## src/verilog/ewd_cfg.svh

```systemverilog
`ifndef EWD_CFG_SVH
`define EWD_CFG_SVH

// Register location in A16 space
`define EWD_WIN_OFFSET 16'h0010

// Field positions
`define EWD_RSVD0_BIT 15
`define EWD_EN_BIT 14
`define EWD_DIR_BIT 13
`define EWD_RSVD1_MSB 12
`define EWD_RSVD1_LSB 11
`define EWD_SIZE_MSB 10
`define EWD_SIZE_LSB 8
`define EWD_BASE_MSB 7
`define EWD_BASE_LSB 0

// Byte lanes
`define EWD_LANE_HI 1
`define EWD_LANE_LO 0

// Fixed read values
`define EWD_RSVD0_VAL 1'b0
`define EWD_RSVD1_VAL 2'h3
`define EWD_RD_IDLE 16'h0000

// Compared address lines
`define EWD_ADDR_MSB 31
`define EWD_ADDR_LSB 24

// Hard reset values
`define EWD_EN_RST 1'b0
`define EWD_DIR_RST 1'b0
`define EWD_SIZE_RST 3'h0
`define EWD_BASE_RST 8'h00

// Mask helpers
`define EWD_MASK_NONE 8'h00
`define EWD_MASK_BITS 8

`endif

```

## src/verilog/ewd_pkg.sv

```systemverilog
package ewd_pkg;

    // Window setting
    typedef struct packed {
        logic en;
        logic dir;
        logic [2:0] size;
        logic [7:0] base;
    } ewd_win_s;

    // Upper-byte fields held until the low byte lands
    typedef struct packed {
        logic en;
        logic dir;
        logic [2:0] size;
    } ewd_stage_s;

    // A16 register access
    typedef struct packed {
        logic sel;
        logic wr;
        logic rd;
        logic [15:0] offset;
        logic [1:0] be;
        logic [15:0] wdata;
    } ewd_reg_req_s;

    // A32 access seen on one bus
    typedef struct packed {
        logic valid;
        logic [31:0] addr;
    } ewd_acc_s;

    // Routing decision for one access
    typedef struct packed {
        logic valid;
        logic own;
        logic fwd;
    } ewd_route_s;

endpackage

```

## src/verilog/ewd_window_decoder.sv

```systemverilog
`timescale 1ns/1ps
`include "ewd_cfg.svh"


module ewd_window_decoder
    import ewd_pkg::*;
(
    sys_clk,
    rst,
    soft_rst,
    compat_layout_bit,
    reg_req,
    reg_rdata,
    reg_ack,
    vme_acc,
    own_vme_hit,
    exp_acc,
    own_exp_hit,
    vme_route,
    exp_route,
    window_cfg
);
    input wire logic sys_clk;
    input wire logic rst;
    input wire logic soft_rst;
    input wire logic compat_layout_bit;
    input wire ewd_reg_req_s reg_req;
    output logic [15:0] reg_rdata;
    output logic reg_ack;
    input wire ewd_acc_s vme_acc;
    input wire logic own_vme_hit;
    input wire ewd_acc_s exp_acc;
    input wire logic own_exp_hit;
    output ewd_route_s vme_route;
    output ewd_route_s exp_route;
    output ewd_win_s window_cfg;

    // Mask of compared base bits, MSB first
    function automatic logic [7:0] size_mask(input logic [2:0] size);
        logic [7:0] m;
        m = `EWD_MASK_NONE;
        for (int i = 0; i < `EWD_MASK_BITS; i++) begin
            if (i < int'(size)) begin
                m[`EWD_BASE_MSB - i] = 1'b1;
            end
        end
        return m;
    endfunction

    // True when the address falls in the programmed range
    function automatic logic in_window(
        input logic [31:0] addr,
        input ewd_win_s w
    );
        logic [7:0] diff;
        diff = addr[`EWD_ADDR_MSB:`EWD_ADDR_LSB] ^ w.base;
        return (diff & size_mask(w.size)) == `EWD_MASK_NONE;
    endfunction

    // Routing for one access; inward picks the sense of the range
    function automatic ewd_route_s route(
        input ewd_acc_s acc,
        input logic own,
        input ewd_win_s w,
        input logic inward
    );
        ewd_route_s r;
        logic hit;
        logic sel;
        hit = in_window(acc.addr, w);
        sel = inward ? w.dir : ~w.dir;
        r.valid = acc.valid;
        r.own = acc.valid & own;
        r.fwd = acc.valid & ~own & w.en & (hit == sel);
        return r;
    endfunction

    ewd_stage_s stage_q;
    ewd_stage_s stage_d;
    ewd_win_s active_q;
    ewd_win_s active_d;
    logic [15:0] rdata_q;
    logic [15:0] rdata_d;
    logic ack_q;
    logic ack_d;
    ewd_route_s vme_route_q;
    ewd_route_s vme_route_d;
    ewd_route_s exp_route_q;
    ewd_route_s exp_route_d;

    logic reg_hit;
    logic wr_hi;
    logic wr_lo;

    // Register decode
    always_comb begin
        reg_hit = reg_req.sel & ~compat_layout_bit &
            (reg_req.offset == `EWD_WIN_OFFSET);
        wr_hi = reg_hit & reg_req.wr & reg_req.be[`EWD_LANE_HI];
        wr_lo = reg_hit & reg_req.wr & reg_req.be[`EWD_LANE_LO];
    end

    // Setting state next values
    always_comb begin
        stage_d = stage_q;
        active_d = active_q;
        if (wr_hi) begin
            stage_d.en = reg_req.wdata[`EWD_EN_BIT];
            stage_d.dir = reg_req.wdata[`EWD_DIR_BIT];
            stage_d.size =
                reg_req.wdata[`EWD_SIZE_MSB:`EWD_SIZE_LSB];
        end
        if (wr_lo) begin
            active_d.en = stage_d.en;
            active_d.dir = stage_d.dir;
            active_d.size = stage_d.size;
            active_d.base =
                reg_req.wdata[`EWD_BASE_MSB:`EWD_BASE_LSB];
        end
    end

    // Setting state registers
    always_ff @(posedge sys_clk) begin
        if (rst) begin
            stage_q.en <= `EWD_EN_RST;
            stage_q.dir <= `EWD_DIR_RST;
            stage_q.size <= `EWD_SIZE_RST;
            active_q.en <= `EWD_EN_RST;
            active_q.dir <= `EWD_DIR_RST;
            active_q.size <= `EWD_SIZE_RST;
            active_q.base <= `EWD_BASE_RST;
        end else begin
            stage_q <= stage_d;
            active_q <= active_d;
        end
    end

    // Read data and acknowledge next values
    always_comb begin
        rdata_d = `EWD_RD_IDLE;
        ack_d = 1'b0;
        if (reg_hit && (reg_req.rd || reg_req.wr)) begin
            ack_d = 1'b1;
        end
        if (reg_hit && reg_req.rd) begin
            rdata_d[`EWD_RSVD0_BIT] = `EWD_RSVD0_VAL;
            rdata_d[`EWD_EN_BIT] = stage_q.en;
            rdata_d[`EWD_DIR_BIT] = stage_q.dir;
            rdata_d[`EWD_RSVD1_MSB:`EWD_RSVD1_LSB] = `EWD_RSVD1_VAL;
            rdata_d[`EWD_SIZE_MSB:`EWD_SIZE_LSB] = stage_q.size;
            rdata_d[`EWD_BASE_MSB:`EWD_BASE_LSB] = active_q.base;
        end
    end

    // Read data and acknowledge registers
    always_ff @(posedge sys_clk) begin
        if (rst || soft_rst) begin
            rdata_q <= `EWD_RD_IDLE;
            ack_q <= 1'b0;
        end else begin
            rdata_q <= rdata_d;
            ack_q <= ack_d;
        end
    end

    // Routing next values
    always_comb begin
        vme_route_d = route(vme_acc, own_vme_hit, active_q, 1'b0);
        exp_route_d = route(exp_acc, own_exp_hit, active_q, 1'b1);
        if (soft_rst) begin
            vme_route_d = '0;
            exp_route_d = '0;
        end
    end

    // Routing registers
    always_ff @(posedge sys_clk) begin
        if (rst) begin
            vme_route_q <= '0;
            exp_route_q <= '0;
        end else begin
            vme_route_q <= vme_route_d;
            exp_route_q <= exp_route_d;
        end
    end

    assign reg_rdata = rdata_q;
    assign reg_ack = ack_q;
    assign vme_route = vme_route_q;
    assign exp_route = exp_route_q;
    assign window_cfg = active_q;

endmodule // ewd_window_decoder

```

## config.mk

```make
export PLATFORM = sky130hd
export DESIGN_NAME = ewd_window_decoder
export DESIGN_NICKNAME = d
export VERILOG_FILES = /design/src/verilog/ewd_pkg.sv /design/src/verilog/ewd_window_decoder.sv
export VERILOG_INCLUDE_DIRS = /design/src /design/src/verilog
export SDC_FILE = /design/constraint.sdc
export NUM_CORES = 1
export LEC_CHECK = 0
export BUFFER_PORTS_ARGS = -buffer_cell sky130_fd_sc_hd__buf_2
export CAP_MARGIN = 20
export CORE_UTILIZATION = 40
export DETAILED_ROUTE_END_ITERATION = 16
export PLACE_DENSITY = 0.85
export RECOVER_POWER = 50
export SLEW_MARGIN = 0
export SYNTH_ARGS = -nofsm -noshare
export SYNTH_HDL_FRONTEND = slang
export SYNTH_SLANG_ARGS = --single-unit
```

## constraint.sdc

```tcl
create_clock -name sys_clk -period 4.1 [get_ports sys_clk]
set_input_delay 0.205 -clock sys_clk [delete_from_list [all_inputs] [get_ports sys_clk]]
set_output_delay 0.205 -clock sys_clk [all_outputs]
set_load 0.005 [all_outputs]
```

==> flow_metrics.tcl <==
set metrics [dict create \
    hpwlAfterDp_mm 2.857 \
    r2r_setup_slack_ns 2.49 \
    cts.path.max_buffers 2 \
    slew_violations 0 \
    areaGrowthSynthToFinish_pct 33.92 \
    grt_antenna_before_repair 0 \
    clk-insertion-delay-late_ns 0.28 \
    rr_endpoint "exp_route[0]$_SDFF_PP0_" \
    cts_tree "built" \
    cp_max_fo 14 \
    skew_ns 0.004714 \
    synthesis.nets 273 \
    ios 145 \
    post_cts_resized 0 \
    setup_violations 0 \
    layout-drive-gt1-share_pct 38.58 \
    relSlewSlack_pct 36.36 \
    grt_max_degree 20 \
    vias 1489 \
    hold_viol_final 0 \
    finalCritPeriodShare_pct 39.35 \
    yosys.cell_types.count 36 \
    leakage_nw 1.054 \
    core_area_um2 3771 \
    nets 362 \
    initialDrtViolationCount 61 \
    vias_per_cell 4.930 \
    drtPass1Iterations 4 \
    cp-end-kind "flip-flop" \
    fin_cells 302 \
    synth_xor_area_share_pct 8.058 \
    synthFlopType "dfxtp_1" \
    place_area_um2 2081 \
    postCtsSetupBuffers 0 \
    die_h_um 65.84 \
    synthSimpleGateAreaFrac_pct 22.41 \
    place_ws_ns 2.206 \
    cp-start-kind "primary input" \
    h-tree-depth 2 \
    synthAdderAreaFrac_pct 0 \
    wirelength_mm 3.832 \
    clock-sinks 39 \
    layout_min_cycle_time_ns 1.613 \
    grt_pass1_vias 1342 \
    max_freq_mhz 619.8 \
    grt_overflow 0 \
    tns_ns 0 \
    grtUsageTotal_pct 18.74 \
    wl_per_cell_um 12.69 \
    dp_cells 294 \
    initial_core_util_pct 43.23 \
    design_area_um2 2183 \
    async_flop_share_pct 0 \
    syn-cell-area_um2 1630 \
    synth_compound_area_share_pct 14.20 \
    finalPower_mw 0.7506 \
    die_w_um 65.84 \
    drv_cap 0 \
    cts_root_buf "clkbuf_8" \
    timing.final.ws_setup_ns 2.487 \
    mostFrequentLayoutCells "buf_2 (78), dfxtp_1 (39), nand2_1 (17)" \
    synth_edf_count 0 \
    cts.clk_slew.worst_paths_ns 0.08 \
    critPathKind "in2reg" \
    gp_congestion 0.7890 \
    yosys-mux-area-fraction_pct 3.070 \
    antenna_cells 0 \
    critPathArrivalTime_ns 1.75 \
    synth_top_family_by_area "simple AND/OR/NAND/NOR gates" \
    final_util_pct 57.90 \
    grt_pass1_wl_mm 5.968 \
    postCtsHoldBufs 0 \
    whs_ns 0.1566 \
    die_area_um2 4335 \
    synth_seq_cells 39 \
    hp-start "reg_req[34]" \
    synthCells 164 \
    cts_buffers 5 \
    rows 22 \
    worstHoldEndpoint "reg_ack$_SDFF_PP0_" \
    outcome "finished, final reports clean" \
    power_per_cell_area_nw_per_um2 343.8 \
    rr_worst_depth 5 \
    yosysSeqAreaShare_pct 47.89 \
    mostFrequentLayoutCell "buf_2" \
    required_ns 4.23 \
    n_fill_cell 344 \
    peakVddDrop_mv 0.2121 \
    synth_warnings 0 \
    route.detailed.drc 0 \
    grt_setup_unrepaired "no" \
    rr_startpoint "window_cfg[4]$_SDFFE_PP0P_" \
    numPortBuffers 90 \
    synth_area_per_cell_um2 9.941 \
    hold_depth 2 \
    tightest_slew_ns 0.9546 \
    antenna_left 0 \
    hold_class "in2reg" \
]
-- power by group --
group          switching [mW]  internal, mW
clock network           0.127         0.197
logic                  0.0213        0.0252
registers            0.000244         0.380
total                   0.149         0.602
-- layer usage --
| layer | wire length [µm] | global-route usage, % |
|---|---|---|
| met4 | 66 | 7.880 |
| met1 | 1634 | 21.84 |
| met3 | 280 | 5.000 |
| met2 | 1851 | 32.02 |
| met5 | 0 | 0 |
-- worst max-delay path by stage --
stage	startpoint	cells after the start	slack [ns]	end
after global placement	reg_req[29]	6	2.20	window_cfg[11]$_SDFFE_PP0P_
after global routing	reg_req[29]	6	2.30	window_cfg[11]$_SDFFE_PP0P_
after floorplan	window_cfg[7]$_SDFFE_PP0P_	4	2.65	vme_route[0]$_SDFF_PP0_
after CTS	window_cfg[2]$_SDFFE_PP0P_	5	2.48	exp_route[0]$_SDFF_PP0_
final	reg_req[30]	6	2.49	window_cfg[11]$_SDFFE_PP0P_
after detailed placement	reg_req[30]	6	2.21	window_cfg[11]$_SDFFE_PP0P_
-- area by class of cell --
type,instances,area [µm²],share of cell area (%)
multi-input combinational,115,782.0,35.82
sequential,39,780.7,35.76
timing repair buffer,90,435.4,19.94
clock buffer,6,82.58,3.782
tap,48,60.06,2.751
clock inverter,2,35.03,1.605
inverter,2,7.507,0.3438
-- state kept, by name (all words and copies together), names as in the netlist --
| signal | flops |
|---|---|
| exp_route | 3 |
| reg_ack | 1 |
| reg_rdata | 14 |
| stage_q | 5 |
| vme_route | 3 |
| window_cfg | 13 |
-- cells by family after synthesis --
group,count (synthesis)
xor gates and xnor gates,15
AOI/OAI and AO/OA,31
and+or+nand+nor,63
muxes,5
DFF,39
other,1
buffers and inverters,10
-- critical path, stage by stage --
cell and delay [ns]:
buf_2 0.09, nor4_1 0.25, and4b_2 0.33, nand4_2 0.40
a221oi_1 0.39, nor3_1 0.08
-- synth_stat cells, drive strengths merged, types with 4 or more instances --
master | number | area, µm²
a221oi | 5 | 56.31
and2 | 16 | 100.1
nand2 | 17 | 63.81
mux2i | 5 | 50.05
nor4 | 4 | 25.02
dfxtp | 39 | 780.8
xor2 | 7 | 61.31
xnor2 | 8 | 70.07
nor3 | 4 | 25.02
a21oi | 13 | 65.06
nor2 | 12 | 47.55
buf | 5 | 48.79
Power figures use the tool's default switching activity.
